### src/lcsc_pkg.sv
package lcsc_pkg;
	// Cycle kinds requested by the host side
	typedef enum logic [2:0] {
		LCSC_CYC_MEM_RD = 3'h0,
		LCSC_CYC_MEM_WR = 3'h1,
		LCSC_CYC_IO_RD = 3'h2,
		LCSC_CYC_IO_WR = 3'h3,
		LCSC_CYC_DMA_RD = 3'h4,
		LCSC_CYC_DMA_WR = 3'h5
	} lcsc_cyc_t;

	typedef enum logic [1:0] {
		LCSC_ST_IDLE = 2'h0,
		LCSC_ST_SETUP = 2'h1,
		LCSC_ST_STROBE = 2'h2,
		LCSC_ST_HOLD = 2'h3
	} lcsc_state_t;

	// Timing in ns and derived cycles at 40 MHz
	localparam int LCSC_CLK_NS = 25;
	localparam int LCSC_SETUP_NS = 30;
	localparam int LCSC_STROBE_NS = 150;
	localparam int LCSC_HOLD_NS = 20;
	localparam int LCSC_SETUP_CYC = (LCSC_SETUP_NS + LCSC_CLK_NS - 1) / LCSC_CLK_NS;
	localparam int LCSC_STROBE_CYC = (LCSC_STROBE_NS + LCSC_CLK_NS - 1) / LCSC_CLK_NS;
	localparam int LCSC_HOLD_CYC = (LCSC_HOLD_NS + LCSC_CLK_NS - 1) / LCSC_CLK_NS;
	localparam int LCSC_CNT_W = 4;
	localparam logic [LCSC_CNT_W-1:0] LCSC_CNT_ZERO = 4'h0;
	localparam logic [LCSC_CNT_W-1:0] LCSC_CNT_ONE = 4'h1;
	localparam logic [1:0] LCSC_SYNC_RST = 2'h3;
endpackage

### src/lcsc_slot_ctrl.sv
`timescale 1ns/1ps
// Behaviour
// - Assert I/O read strobe during host I/O read cycles.
// - In DMA write (card to memory) assert I/O read strobe per transfer.
// - Drive I/O write strobe low during host I/O write cycles.
// - In DMA read (memory to card) assert I/O write strobe per transfer.
// - Drive output enable low during host memory read cycles.
// - In DMA write assert output enable as terminal count.
// - Keep attribute select high for all common memory accesses.
// - Attribute select plus memory strobes hits attribute memory, plus I/O strobes I/O.
// - Assert attribute select during DMA cycles with the I/O strobes.
// - Provide a card reset output forcing a hard card reset.
// - Two independent identical slot control sets, A and B.
// - Even bytes use the even card enable, odd bytes the odd one.
// - Memory write strobe latches data; as terminal count in DMA read.
module lcsc_slot_ctrl #(
	parameter int ADDR_W = 26
) (
	input wire logic i_ref_clk,
	input wire logic i_reset,
	input wire logic [1:0] i_req_valid,
	output logic [1:0] o_req_ready,
	input wire logic [2:0] i_req_kind,
	input wire logic [ADDR_W-1:0] i_req_addr,
	input wire logic i_req_attr,
	input wire logic [1:0] i_req_bytes,
	input wire logic i_req_last,
	input wire logic [1:0] i_io_mode,
	input wire logic [1:0] i_card_reset_req,
	output logic [1:0] o_done,
	output logic [1:0] o_card_present,
	output logic [1:0] o_card_busy,
	output logic [1:0] o_card_interrupt_request,
	output logic [1:0] o_dma_request,
	output logic [1:0] o_card_input_ack,
	output logic [1:0] o_slot_reset,
	output logic [1:0] o_oe_n,
	output logic [1:0] o_we_n,
	output logic [1:0] o_io_read_strobe_n,
	output logic [1:0] o_io_write_strobe_n,
	output logic [1:0] o_attr_sel_n,
	output logic [1:0] o_card_enable_even_n,
	output logic [1:0] o_card_enable_odd_n,
	output logic [2*ADDR_W-1:0] o_addr,
	input wire logic [1:0] i_card_input_ack_n,
	input wire logic [1:0] i_ready_n_irq,
	input wire logic [1:0] i_wait_n,
	input wire logic [1:0] i_card_detect_first_n,
	input wire logic [1:0] i_card_detect_second_n
);
	// Kind compare used by every strobe decode
	function automatic logic kind_is(input logic [2:0] k, input lcsc_pkg::lcsc_cyc_t c);
		return k == 3'(c);
	endfunction

	// Counter load; counts above fifteen would need a wider counter
	function automatic logic [lcsc_pkg::LCSC_CNT_W-1:0] cnt_load(input int cyc);
		return cyc[lcsc_pkg::LCSC_CNT_W-1:0];
	endfunction

	// Counter step shared by all timed states
	function automatic logic [lcsc_pkg::LCSC_CNT_W-1:0] cnt_dec(input logic [lcsc_pkg::LCSC_CNT_W-1:0] c);
		return c - lcsc_pkg::LCSC_CNT_ONE;
	endfunction

	// One identical engine per slot; no shared state between them
	for (genvar s = 0; s < 2; s++) begin : g_slot
		lcsc_pkg::lcsc_state_t state_ff, nxt_state;
		logic [lcsc_pkg::LCSC_CNT_W-1:0] cnt_ff, nxt_cnt;
		logic [2:0] kind_ff;
		logic last_ff, attr_ff;
		logic [1:0] bytes_ff;
		logic [ADDR_W-1:0] addr_ff;
		logic [1:0] ack_s, rdy_s, wait_s, cd1_s, cd2_s;
		logic strobing, take, is_dma, kind_legal;
		logic active, cnt_last;
		logic present_ff, busy_ff, irq_ff, ack_ff, card_reset_ff;
		logic [3:0] strobes;
		logic st_oe, st_we, st_ior, st_iow;

		// Pins come from the card, two flops first
		always_ff @(posedge i_ref_clk) begin
			if (i_reset) begin
				ack_s <= lcsc_pkg::LCSC_SYNC_RST;
				rdy_s <= lcsc_pkg::LCSC_SYNC_RST;
				wait_s <= lcsc_pkg::LCSC_SYNC_RST;
				cd1_s <= lcsc_pkg::LCSC_SYNC_RST;
				cd2_s <= lcsc_pkg::LCSC_SYNC_RST;
			end else begin
				ack_s <= {ack_s[0], i_card_input_ack_n[s]};
				rdy_s <= {rdy_s[0], i_ready_n_irq[s]};
				wait_s <= {wait_s[0], i_wait_n[s]};
				cd1_s <= {cd1_s[0], i_card_detect_first_n[s]};
				cd2_s <= {cd2_s[0], i_card_detect_second_n[s]};
			end
		end

		// Status leaves on flops; one more cycle of latency buys glitch-free outputs
		always_ff @(posedge i_ref_clk) begin
			present_ff <= ~cd1_s[1] & ~cd2_s[1];
			busy_ff <= ~i_io_mode[s] & ~rdy_s[1];
			irq_ff <= i_io_mode[s] & ~rdy_s[1];
			ack_ff <= ~ack_s[1];
			card_reset_ff <= i_card_reset_req[s];
		end

		assign o_card_present[s] = present_ff;
		assign o_card_busy[s] = busy_ff;
		assign o_card_interrupt_request[s] = irq_ff;
		assign o_card_input_ack[s] = ack_ff;
		assign o_dma_request[s] = ack_ff;
		assign o_slot_reset[s] = card_reset_ff;

		// Kinds six and seven are dropped, never taken
		assign kind_legal = i_req_kind <= 3'h5;
		assign take = (state_ff == lcsc_pkg::LCSC_ST_IDLE) & i_req_valid[s] & kind_legal;
		assign o_req_ready[s] = (state_ff == lcsc_pkg::LCSC_ST_IDLE);
		assign is_dma = kind_ff[2];
		assign strobing = (state_ff == lcsc_pkg::LCSC_ST_STROBE);

		assign active = (state_ff != lcsc_pkg::LCSC_ST_IDLE);
		assign cnt_last = (cnt_ff == lcsc_pkg::LCSC_CNT_ONE);

		// One strobe decoded from the latched kind, plus oe or we on a DMA last transfer
		assign st_oe = strobing & (kind_is(kind_ff, lcsc_pkg::LCSC_CYC_MEM_RD)
			| (kind_is(kind_ff, lcsc_pkg::LCSC_CYC_DMA_WR) & last_ff));
		assign st_we = strobing & (kind_is(kind_ff, lcsc_pkg::LCSC_CYC_MEM_WR)
			| (kind_is(kind_ff, lcsc_pkg::LCSC_CYC_DMA_RD) & last_ff));
		assign st_ior = strobing & (kind_is(kind_ff, lcsc_pkg::LCSC_CYC_IO_RD)
			| kind_is(kind_ff, lcsc_pkg::LCSC_CYC_DMA_WR));
		assign st_iow = strobing & (kind_is(kind_ff, lcsc_pkg::LCSC_CYC_IO_WR)
			| kind_is(kind_ff, lcsc_pkg::LCSC_CYC_DMA_RD));
		// Terminal count on oe or we rides beside the I/O strobe of a DMA cycle
		assign strobes = {st_oe, st_we, st_ior, st_iow};
		assign o_oe_n[s] = ~strobes[3];
		assign o_we_n[s] = ~strobes[2];
		assign o_io_read_strobe_n[s] = ~strobes[1];
		assign o_io_write_strobe_n[s] = ~strobes[0];

		// Latched fields, so nothing moves while a strobe is out
		assign o_attr_sel_n[s] = ~(active & (attr_ff | is_dma));
		assign o_card_enable_even_n[s] = ~(active & bytes_ff[0]);
		assign o_card_enable_odd_n[s] = ~(active & bytes_ff[1]);
		assign o_addr[s*ADDR_W +: ADDR_W] = addr_ff;
		assign o_done[s] = (state_ff == lcsc_pkg::LCSC_ST_HOLD) & cnt_last;

		// Wait is looked at only once the minimum strobe has run
		always_comb begin
			nxt_state = state_ff;
			nxt_cnt = cnt_ff;
			case (state_ff)
				lcsc_pkg::LCSC_ST_IDLE: begin
					if (take) begin
						nxt_state = lcsc_pkg::LCSC_ST_SETUP;
						nxt_cnt = cnt_load(lcsc_pkg::LCSC_SETUP_CYC);
					end
				end
				lcsc_pkg::LCSC_ST_SETUP: begin
					nxt_cnt = cnt_dec(cnt_ff);
					if (cnt_last) begin
						nxt_state = lcsc_pkg::LCSC_ST_STROBE;
						nxt_cnt = cnt_load(lcsc_pkg::LCSC_STROBE_CYC);
					end
				end
				lcsc_pkg::LCSC_ST_STROBE: begin
					if (cnt_ff > lcsc_pkg::LCSC_CNT_ONE) begin
						nxt_cnt = cnt_dec(cnt_ff);
					end else if (wait_s[1]) begin
						nxt_state = lcsc_pkg::LCSC_ST_HOLD;
						nxt_cnt = cnt_load(lcsc_pkg::LCSC_HOLD_CYC);
					end
				end
				lcsc_pkg::LCSC_ST_HOLD: begin
					nxt_cnt = cnt_dec(cnt_ff);
					if (cnt_last) begin
						nxt_state = lcsc_pkg::LCSC_ST_IDLE;
						nxt_cnt = lcsc_pkg::LCSC_CNT_ZERO;
					end
				end
				default: begin
					nxt_state = lcsc_pkg::LCSC_ST_IDLE;
					nxt_cnt = lcsc_pkg::LCSC_CNT_ZERO;
				end
			endcase
		end

		always_ff @(posedge i_ref_clk) begin
			if (i_reset) begin
				state_ff <= lcsc_pkg::LCSC_ST_IDLE;
				cnt_ff <= lcsc_pkg::LCSC_CNT_ZERO;
			end else begin
				state_ff <= nxt_state;
				cnt_ff <= nxt_cnt;
			end
		end

		// Request fields captured only on take
		always_ff @(posedge i_ref_clk) begin
			if (i_reset) begin
				kind_ff <= 3'h0;
				last_ff <= 1'b0;
				attr_ff <= 1'b0;
				bytes_ff <= 2'h0;
				addr_ff <= '0;
			end else if (take) begin
				kind_ff <= i_req_kind;
				last_ff <= i_req_last;
				attr_ff <= i_req_attr;
				bytes_ff <= i_req_bytes;
				addr_ff <= i_req_addr;
			end
		end
	end
endmodule

### config.mk
export PLATFORM = sky130hd
export DESIGN_NAME = lcsc_slot_ctrl
export DESIGN_NICKNAME = d
export VERILOG_FILES = /design/src/lcsc_pkg.sv /design/src/lcsc_slot_ctrl.sv
export SDC_FILE = /design/constraint.sdc
export NUM_CORES = 1
export LEC_CHECK = 0
export BUFFER_PORTS_ARGS = -buffer_cell sky130_fd_sc_hd__buf_2
export CORE_UTILIZATION = 51
export CTS_CLUSTER_DIAMETER = 200
export DETAILED_ROUTE_END_ITERATION = 10
export GPL_TIMING_DRIVEN = 0
export PLACE_DENSITY = 0.89
export REMOVE_ABC_BUFFERS = 1
export SYNTH_ARGS = -nofsm -noshare
export SYNTH_HDL_FRONTEND = slang
export SYNTH_SLANG_ARGS = --single-unit
### constraint.sdc
create_clock -name i_ref_clk -period 2.47 [get_ports i_ref_clk]
set_clock_uncertainty 0.2 [all_clocks]
set_input_delay 0.247 -clock i_ref_clk [delete_from_list [all_inputs] [get_ports i_ref_clk]]
set_output_delay 0.247 -clock i_ref_clk [all_outputs]
set_load 0.005 [all_outputs]
After elaboration in Yosys (flattened, before gate mapping)
Index checks and enable logic that the tools add are counted.
{"block": "op_classes", "n_addsub": 2, "order_cmp": 3, "n_eq_ne": 30, "mux": 24, "n_bitwise": 64, "n_reduce_logical": 10}
{"operator": "4-bit two-way mux", "count": 10}
{"operator": "4-bit one-hot mux with 4 select lines", "count": 2}
{"operator": "1-bit bitwise AND", "count": 30}
{"operator": "1-bit NOT", "count": 24}
{"operator": "2-bit two-way mux", "count": 10}
{"operator": "2-bit inequality test, second input constant", "count": 8}
{"operator": "2-bit one-hot mux with 4 select lines", "count": 2}
{"operator": "3-bit by 2-bit equality test with 1-bit output, second input constant", "count": 4}
{"operator": "3-bit equality test, second input constant", "count": 4}
{"operator": "1-bit OR", "count": 10}
{"operator": "5-bit AND reduction", "count": 2}
{"operator": "2-bit equality test, second input constant", "count": 4}
{"operator": "4-bit by 1-bit equality test with 1-bit output, second input constant", "count": 2}
{"operator": "4-bit by 1-bit > comparator with 1-bit output, second input constant", "count": 2}
{"operator": "4-bit by 1-bit subtractor with 4-bit output, second input constant", "count": 2}
{"operator": "3-bit by 1-bit equality test with 1-bit output, second input constant", "count": 2}
{"operator": "3-bit logical NOT", "count": 2}
{"operator": "3-bit by 2-bit inequality test with 1-bit output, second input constant", "count": 2}
{"operator": "2-bit by 1-bit equality test with 1-bit output, second input constant", "count": 2}
{"operator": "2-bit logical NOT", "count": 2}
{"operator": "2-bit by 1-bit inequality test with 1-bit output, second input constant", "count": 2}
{"operator": "2-bit AND reduction", "count": 2}
{"operator": "2-bit nonzero test", "count": 2}
{"operator": "3-bit less-or-equal comparator, second input constant", "count": 1}
{"block": "word_totals", "ff_bits": 108, "out_inout_bits": 82, "wordCells": 167}

Longest topological paths before layout
Gate-level depths: netlist of run 1.
{"block": "depth", "ltp_word": 5, "mapped_depth": 7, "mapped_depth_nobuf": 6}

Least setup slack after synthesis of run 1
Ideal clock, no wire load.
{"block": "synth_timing", "path_type": "register to register", "startpoint": "register g_slot[1].cnt_ff[0] in the netlist's numbering", "endpoint": "register g_slot[1].cnt_ff[2] in the netlist's numbering", "setup_ps": 60, "t_arrival_ps": 1659, "slack_ps": 551, "stages_incl_launch_ff": 7, "cell_sequence": "dfxtp_1 > inv_1 > ha_1 > or2_4 > a32o_2 > a2111oi_1 > a32o_2"}
{"block": "synth_via", "elab_chain_cells": 3}
{"element": "start, declared", "line_no": "lcsc_slot_ctrl.sv:69", "source": "logic [lcsc_pkg::LCSC_CNT_W-1:0] cnt_ff, nxt_cnt;"}
{"element": "start signal, assigned", "line_no": "lcsc_slot_ctrl.sv:190", "source": "cnt_ff <= lcsc_pkg::LCSC_CNT_ZERO;"}
{"element": "start signal, assigned", "line_no": "lcsc_slot_ctrl.sv:193", "source": "cnt_ff <= nxt_cnt;"}
{"element": "4-bit by 1-bit subtractor with 4-bit output, or another cell as far along", "line_no": "lcsc_slot_ctrl.sv:63", "source": "return c - lcsc_pkg::LCSC_CNT_ONE;"}
{"element": "4-bit two-way mux, or another cell as far along", "line_no": "lcsc_slot_ctrl.sv:175", "source": "if (cnt_last) begin"}
{"element": "4-bit one-hot mux with 4 select lines / 2-bit AND reduction (equally long branches)"}
Parallel ways exist; a longest one is shown, timed or not.
A chain may end at the register's enable or synchronous reset.

Final worst setup path of run 1
{"block": "layout_timing", "startpoint": "register g_slot[0].state_ff[1]", "endpoint": "register g_slot[0].addr_ff[9]"}
{"block": "layout_via", "elab_chain_cells": 3}
{"element": "start, declared", "line_no": "lcsc_slot_ctrl.sv:68", "source": "lcsc_pkg::lcsc_state_t state_ff, nxt_state;"}
{"element": "start signal, assigned", "line_no": "lcsc_slot_ctrl.sv:189", "source": "state_ff <= lcsc_pkg::LCSC_ST_IDLE;"}
{"element": "start signal, assigned", "line_no": "lcsc_slot_ctrl.sv:192", "source": "state_ff <= nxt_state;"}
{"element": "2-bit logical NOT", "line_no": "lcsc_slot_ctrl.sv:116", "source": "assign take = (state_ff == lcsc_pkg::LCSC_ST_IDLE) & i_req_valid[s] & kind_legal;"}
{"element": "1-bit bitwise AND (2 in a row)", "line_no": "lcsc_slot_ctrl.sv:116"}
{"element": "end signal, assigned", "line_no": "lcsc_slot_ctrl.sv:210", "source": "addr_ff <= i_req_addr;"}
{"element": "end, declared", "line_no": "lcsc_slot_ctrl.sv:73", "source": "logic [ADDR_W-1:0] addr_ff;"}
No other way between the ends.

==> reports/summary.txt, run 1 <==
Synth Instances: 522
CTS clk-pin slew, worst paths: 0.11 ns
Slew HR: 38.9%
Synth top area share: 49.7%
CTS root buf: clkbuf_8
Yosys warnings: 0
Top FF cell, synth: dfxtp_1
Final instance area: 5670 um^2
# nets final: 739
# Post-CTS Setup Buffers: 0
Leakage: 2.47 nW
Initial Util: 52.9%
Asr flop ratio synth: 0%
Worst skew pair latency: 0.36 ns
DIE HEIGHT: 94.3 um
Dominant cells by area after synthesis: dfxtp_1 50%, nand2_1 12%, a21oi_1 8.1%
CP arrival: 2.33 ns
Clock Path Buffers: 2
Routability cong.: 0.775
Remaining DRCs: 0
Critical path peak fanout: 33
Worst Tran Pin Value: 0.916 ns
Setup TNS: 0 ns
Final period util: 94.2%
Crit Path Category: flop to flop
# port buffers: 132
Die width: 94.3 um
VDD IR-drop max: 0.000523 V
CTS tree: done
Fin worst setup slack: 0.143 ns
# clock sinks: 108
Number of DRC markers in iteration 0: 212
Fin. Hold Viols: 0
Req. time, crit path: 2.47 ns
Avg Inst Size Synth: 8.33 um^2
Post-synth top area cell: dfxtp_1
CTS buffer count: 9
CP Capture Type: flop
Initial antenna violation count: 0
Final Slew Violations: 0
Core ar.: 8220 um^2
Place WS: -0.354 ns
Layout cells sized above 1: 26.8%
Die ar.: 8900 um^2
WL/cell: 15.9 um
Sequential fraction of the synthesis area: 49.7%
Netlist cell types: 47
Fmax achieved: 430 MHz
Critical path launch point type: flop
Fin crit period: 2.33 ns
Yosys reg bits: 108
Max cap viols: 0
GRT Util Overall: 27.8%
Vias after detailed routing: 4,274
H-Tree Depth: 3
Routed WL: 12,400 um
Synthesis-to-finish area growth: 30.5%
Ports: 133
Via-per-instance ratio: 5.45
Synthesized area: 4350 um^2
Cell with the most instances after synthesis: nand2_1
Global-route wire length before repair: 19,200 um
Final ANT Viol Nets: 0
Core Util, Final: 69.1%
# rows: 33
Diodes inserted: 0
Vias in the first global route: 4,172
PwrDens: 882 nW/um^2
EDFF count, synth: 0
Hold Path Class: flop to flop
Placed Area: 4960 um^2
Synth cell count leaders: 142 x nand2_1, 108 x dfxtp_1, 70 x a21oi_1
Outcome: finished clean
Non-filler instance count after layout: 784
Drt first pass iters: 5
Post-DP HPWL: 6980 um
Setup violators final: 0
Placed Cells: 720
Largest net degree at the start of global routing: 95
Gr ovfl total: 0
Unrepaired setup endpoints after global routing: false
==> path summary, 6_finish.rpt <==
path / startpoint / to / slack, ns / cells after the start
hold / removal: g_slot[1].ack_s[1] / g_slot[1].ack_ff / 0.17 / 1
setup / recovery: g_slot[0].state_ff[1] / g_slot[0].addr_ff[9] / 0.14 / 5
setup reg to reg: g_slot[0].state_ff[1] / g_slot[0].addr_ff[9] / 0.14 / 5
hold reg to reg: g_slot[1].ack_s[1] / g_slot[1].ack_ff / 0.17 / 1
==> report_power, final <==
part,switching [mW],leakage (nW),internal (mW)
Clock,0.646,0.110,0.496
Sequential,0.181,0.886,1.98
Combinational,1.02,1.48,0.686
==> per-layer routing <==
metal,up-vias,part of all wire [%],wire [um],global-route usage (%)
met5,-,0,0,0
met4,0,2.5,305,11.8
met3,37,8.4,1050,7.89
met2,207,52,6410,50.2
met1,2011,38,4680,30.1
li1,2019,-,-,-
==> what timing repair did <==
action | CTS | global route
setup endpoints to repair | 64 | 25
cloned | 0 | 1
gates resized for setup | 3 | 1
hold buffers | 47 | 0
hold endpoints to repair | 80 | 0
==> worst max-delay path, cell delays in order (launching register included) <==
cell	delay [ns]
dfxtp_1	0.36
inv_1	0.10
ha_1	0.39
nand3_2	0.65
nand2_1	0.32
a21oi_1	0.14
==> metrics by stage <==
stage	hold WS, ns	total power, mW
2_1_floorplan	0.0747	3.19
3_3_place_gp	0.144	3.66
3_5_place_dp	0.143	3.75
5_1_grt	0.175	5.28
6_report	0.167	5.01
4_1_cts	0.138	4.94
==> cell type report <==
class,instances,area [um^2]
fill,571,2540
sequential,108,2160
multi-input combinational,359,1970
timing repair buffer,179,1130
tap,105,131
clock buffer,9,124
clock inverter,7,91.3
inverter,17,63.8
==> registers in the layout, indices dropped and copies added (netlist names) <==
| name | flops |
|---|---|
| g_slot.wait_s | 4 |
| g_slot.attr_ff | 2 |
| g_slot.state_ff | 4 |
| g_slot.irq_ff | 2 |
| g_slot.cd2_s | 4 |
| g_slot.cnt_ff | 8 |
| g_slot.cd1_s | 4 |
| g_slot.present_ff | 2 |
| g_slot.ack_s | 4 |
| g_slot.addr_ff | 52 |
| g_slot.card_reset_ff | 2 |
| g_slot.last_ff | 2 |
| g_slot.busy_ff | 2 |
| g_slot.rdy_s | 4 |
| g_slot.kind_ff | 6 |
| g_slot.bytes_ff | 4 |
| g_slot.ack_ff | 2 |
==> cells by family (layout without fill, tap and decap cells) <==
| logic type | Yosys count | after routing | share of synthesized area, % |
|---|---|---|---|
| flip-flops | 108 | 108 | 49.7 |
| multiplexers | 4 | 4 | 0.921 |
| buffers and inverters | 56 | 212 | 5.90 |
| AO/OA/AOI/OAI | 115 | 116 | 16.0 |
| AND/OR/NAND/NOR | 224 | 224 | 23.2 |
| adder cells (fa/ha/maj) | 14 | 14 | 4.03 |
| XOR/XNOR | 1 | 1 | 0.201 |
==> cell usage in the layout (no fill, tap or decap), types with 3 or more instances in the layout <==
master,netlist,layout
nor3b_1,6,6
or2_2,21,21
o21ai_0,14,14
dfxtp_1,108,108
a31oi_1,4,4
ha_1,14,14
nand2_1,142,142
and3b_1,4,4
o32ai_1,3,3
clkbuf_8,0,9
a21oi_1,70,69
inv_1,16,16
nor2_1,19,19
nor3_1,7,7
dlygate4sd3_1,0,47
nand2b_1,5,5
buf_2,1,131
mux2i_1,4,4
nor2b_1,7,7
nand3_1,6,4
Power figures use the tool's default switching activity.
==> run 2: changes to the inputs <==
- CORE_UTILIZATION: 51 -> 53
- CTS_BUF_LIST: default -> sky130_fd_sc_hd__clkbuf_8
- GPL_TIMING_DRIVEN: 0 -> default
- PLACE_DENSITY: 0.89 -> 0.92
==> run 2 against run 1 <==
Clock-buffer cell count unchanged. Fmax rose by 8.2%. First-iteration DRC count increased by 31%. Hold slack worse by 0.033 ns. Sequential cell count is the same. Global-route usage increased by 2.5 points. Critical endpoint is now g_slot[1].cnt_ff[2]. Die area shrank 3.7%. Highest routed layer unchanged. Sequential share of layout area increased by 0.059 points. Non-clock buffer count is 6 higher.
==> reports/summary.txt, run 2 (synthesized netlist as in run 1, its figures left out) <==
Outcome: finished clean (unchanged)
Switching power: 1.83 mW (was 1.84 mW)
Crit Path Category: flop to flop (unchanged)
PwrDens: 866 nW/um^2 (was 882 nW/um^2)
Vias in the first global route: 4,368 (was 4,172)
Die width: 92.6 um (was 94.3 um)
VDD IR-drop max: 0.000418 V (was 0.000523 V)
Drt first pass iters: 5 (unchanged)
Gr ovfl total: 0 (unchanged)
Worst Tran Pin Value: 0.676 ns (was 0.916 ns)
Layout cells sized above 1: 26.9% (was 26.8%)
Commonest non-fill, non-tap cell in the layout: nand2_1 (unchanged)
Largest net degree at the start of global routing: 47 (was 95)
Critical path peak fanout: 8 (was 33)
CP arrival: 2.27 ns (was 2.33 ns)
Post-DP HPWL: 7360 um (was 6980 um)
# nets final: 744 (was 739)
Area of the multi-input gates: 1930 um^2 (was 1970 um^2)
Fin crit period: 2.15 ns (was 2.33 ns)
Setup violators final: 0 (unchanged)
Global-route wire length before repair: 20,500 um (was 19,200 um)
Ports: 133 (unchanged)
Worst skew pair latency: 0.37 ns (was 0.36 ns)
Die ar.: 8570 um^2 (was 8900 um^2)
Max cap viols: 0 (unchanged)
Register area: 2160 um^2 (unchanged)
DIE HEIGHT: 92.6 um (was 94.3 um)
Most frequent CP cell: a32o_2
Setup TNS: 0 ns (unchanged)
Worst path top cell family by delay: compound AO/OA/AOI/OAI gates (was simple AND/OR/NAND/NOR gates)
CTS root buf: clkbuf_8 (unchanged)
Vias after detailed routing: 4,351 (was 4,274)
Max incr delay on CP: 0.43 ns (was 0.65 ns)
Via-per-instance ratio: 5.52 (was 5.45)
# port buffers: 132 (unchanged)
# Post-CTS Setup Buffers: 0 (unchanged)
Routed WL: 12,600 um (was 12,400 um)
Slew HR: 53.7% (was 38.9%)
Commonest non-fill, non-tap cells in the layout: 142 x nand2_1, 132 x buf_2, 108 x dfxtp_1 (was 142 x nand2_1, 131 x buf_2, 108 x dfxtp_1)
Critical path launch point type: flop (unchanged)
Reg2reg end: g_slot[1].cnt_ff[2] (was g_slot[0].addr_ff[9])
Fin. Hold Viols: 0 (unchanged)
H-Tree Depth: 3 (unchanged)
Hold_ws: 0.134 ns (was 0.167 ns)
Max FFs per register: 52 (unchanged)
Worst path bufs/invs: 1 (unchanged)
Leakage: 2.49 nW (was 2.47 nW)
WL/cell: 16.0 um (was 15.9 um)
Core ar.: 7850 um^2 (was 8220 um^2)
Final period util: 87.1% (was 94.2%)
Number of DRC markers in iteration 0: 278 (was 212)
Remaining DRCs: 0 (unchanged)
Fmax achieved: 465 MHz (was 430 MHz)
Critical Path Slowest Stage Cell: a2111oi_1 (was nand3_2)
Initial Util: 55.4% (was 52.9%)
Clock power frac: 20.8% (was 22.8%)
Sw Ratio: 37.4% (was 36.8%)
GRT Util Overall: 30.2% (was 27.8%)
Non-filler instance count after layout: 788 (was 784)
Combinational fraction of design power: 35.1% (was 34.0%)
Placed Cells: 723 (was 720)
Req. time, crit path: 2.59 ns (was 2.47 ns)
CP Capture Type: flop (unchanged)
Internal power: 3.07 mW (was 3.16 mW)
# rows: 32 (was 33)
Reg with most FFs: g_slot.addr_ff (unchanged)
# clock sinks: 108 (unchanged)
Clock Path Buffers: 2 (unchanged)
Final Slew Violations: 0 (unchanged)
Unrepaired setup endpoints after global routing: false (unchanged)
CTS tree: done (unchanged)
Hold Path Class: primary input to flop (was flop to flop)
R2R Path Start: g_slot[1].state_ff[0] (was g_slot[0].state_ff[1])
Fill cells: 558 (was 571)
Routability cong.: 0.898 (was 0.775)
Worst path cell trace: inv_1 > ha_1 > nor2b_1 > a32o_2 > a2111oi_1 > a32o_2 (was inv_1 > ha_1 > nand3_2 > nand2_1 > a21oi_1)
Synthesis-to-finish area growth: 30.3% (was 30.5%)
Initial antenna violation count: 0 (unchanged)
Final ANT Viol Nets: 0 (unchanged)
Worst setup path endpoint: g_slot[1].cnt_ff[2] (was g_slot[0].addr_ff[9])
Sequential power share: 44.1% (was 43.2%)
CTS clk-pin slew, worst paths: 0.10 ns (was 0.11 ns)
Worst R2R Setup Slack: 0.32 ns (was 0.14 ns)
Top Registers: g_slot.addr_ff x52, g_slot.cnt_ff x8, g_slot.kind_ff x6 (unchanged)
CTS buffer count: 9 (unchanged)
Cell count along the critical path: 6 (was 5)
Worst reg-to-reg path cell count: 6 (was 5)
Worst Setup SP: g_slot[1].state_ff[0] (was g_slot[0].state_ff[1])
-- run 2: what timing repair did --
item	4_1_cts	5_1_grt
endpoints found under the hold margin	80	0
resized for setup	0	0
hold buffers	47	0
-- run 2: final cells by class --
| cell class | instances | share of cell area (%) |
|---|---|---|
| Antenna cell | 2 | 0.0883 |
| Inverter | 17 | 1.13 |
| Clock inverter | 7 | 1.08 |
| Multi-Input combinational cell | 358 | 34.1 |
| Clock buffer | 9 | 2.19 |
| Tap cell | 102 | 2.25 |
| Sequential cell | 108 | 38.2 |
| Timing Repair Buffer | 185 | 21.0 |
-- run 2: layer usage --
metal	up-vias	global-route usage (%)	wire (um)
met2	253	52.0	6190
li1	2028	-	-
met3	51	7.80	1200
met1	2019	33.8	4730
met5	-	0	0
met4	0	17.3	479
-- run 2: worst min path at each step --
stage                              from                      end  slack [ns]  cells after the start
global route                    i_reset    g_slot[1].addr_ff[17]        0.15                      2
CTS                             i_reset    g_slot[0].addr_ff[23]        0.12                      2
finish                          i_reset    g_slot[1].addr_ff[17]        0.13                      2
detailed placement   g_slot[0].ack_s[1]         g_slot[0].ack_ff        0.15                      1
floorplan           i_card_reset_req[0]  g_slot[0].card_reset_ff        0.07                      0
global placement     g_slot[1].ack_s[1]         g_slot[1].ack_ff        0.14                      1
-- run 2: power groups by stage --
stage / clock, mW / combinational (mW) / sequential [mW]
after CTS: 1.03 / 1.66 / 2.14
final: 1.02 / 1.72 / 2.16
after global routing: 1.10 / 1.90 / 2.19
after global placement: 0 / 1.51 / 2.16
after floorplan: 0 / 1.02 / 2.17
after detailed placement: 0 / 1.59 / 2.18
-- run 2: metrics by stage --
step / utilization (%) / worst slack [ns] / instance area, um^2 / power, mW
floorplan: - / 0.0105 / 4160 / 3.19
global placement: 63.8 / 0.509 / 5000 / 3.67
detailed placement: 63.8 / 0.414 / 5000 / 3.78
CTS: 72.1 / 0.314 / 5660 / 4.84
global route: 72.1 / 0.210 / 5660 / 5.19
finish: 72.2 / 0.319 / 5670 / 4.91
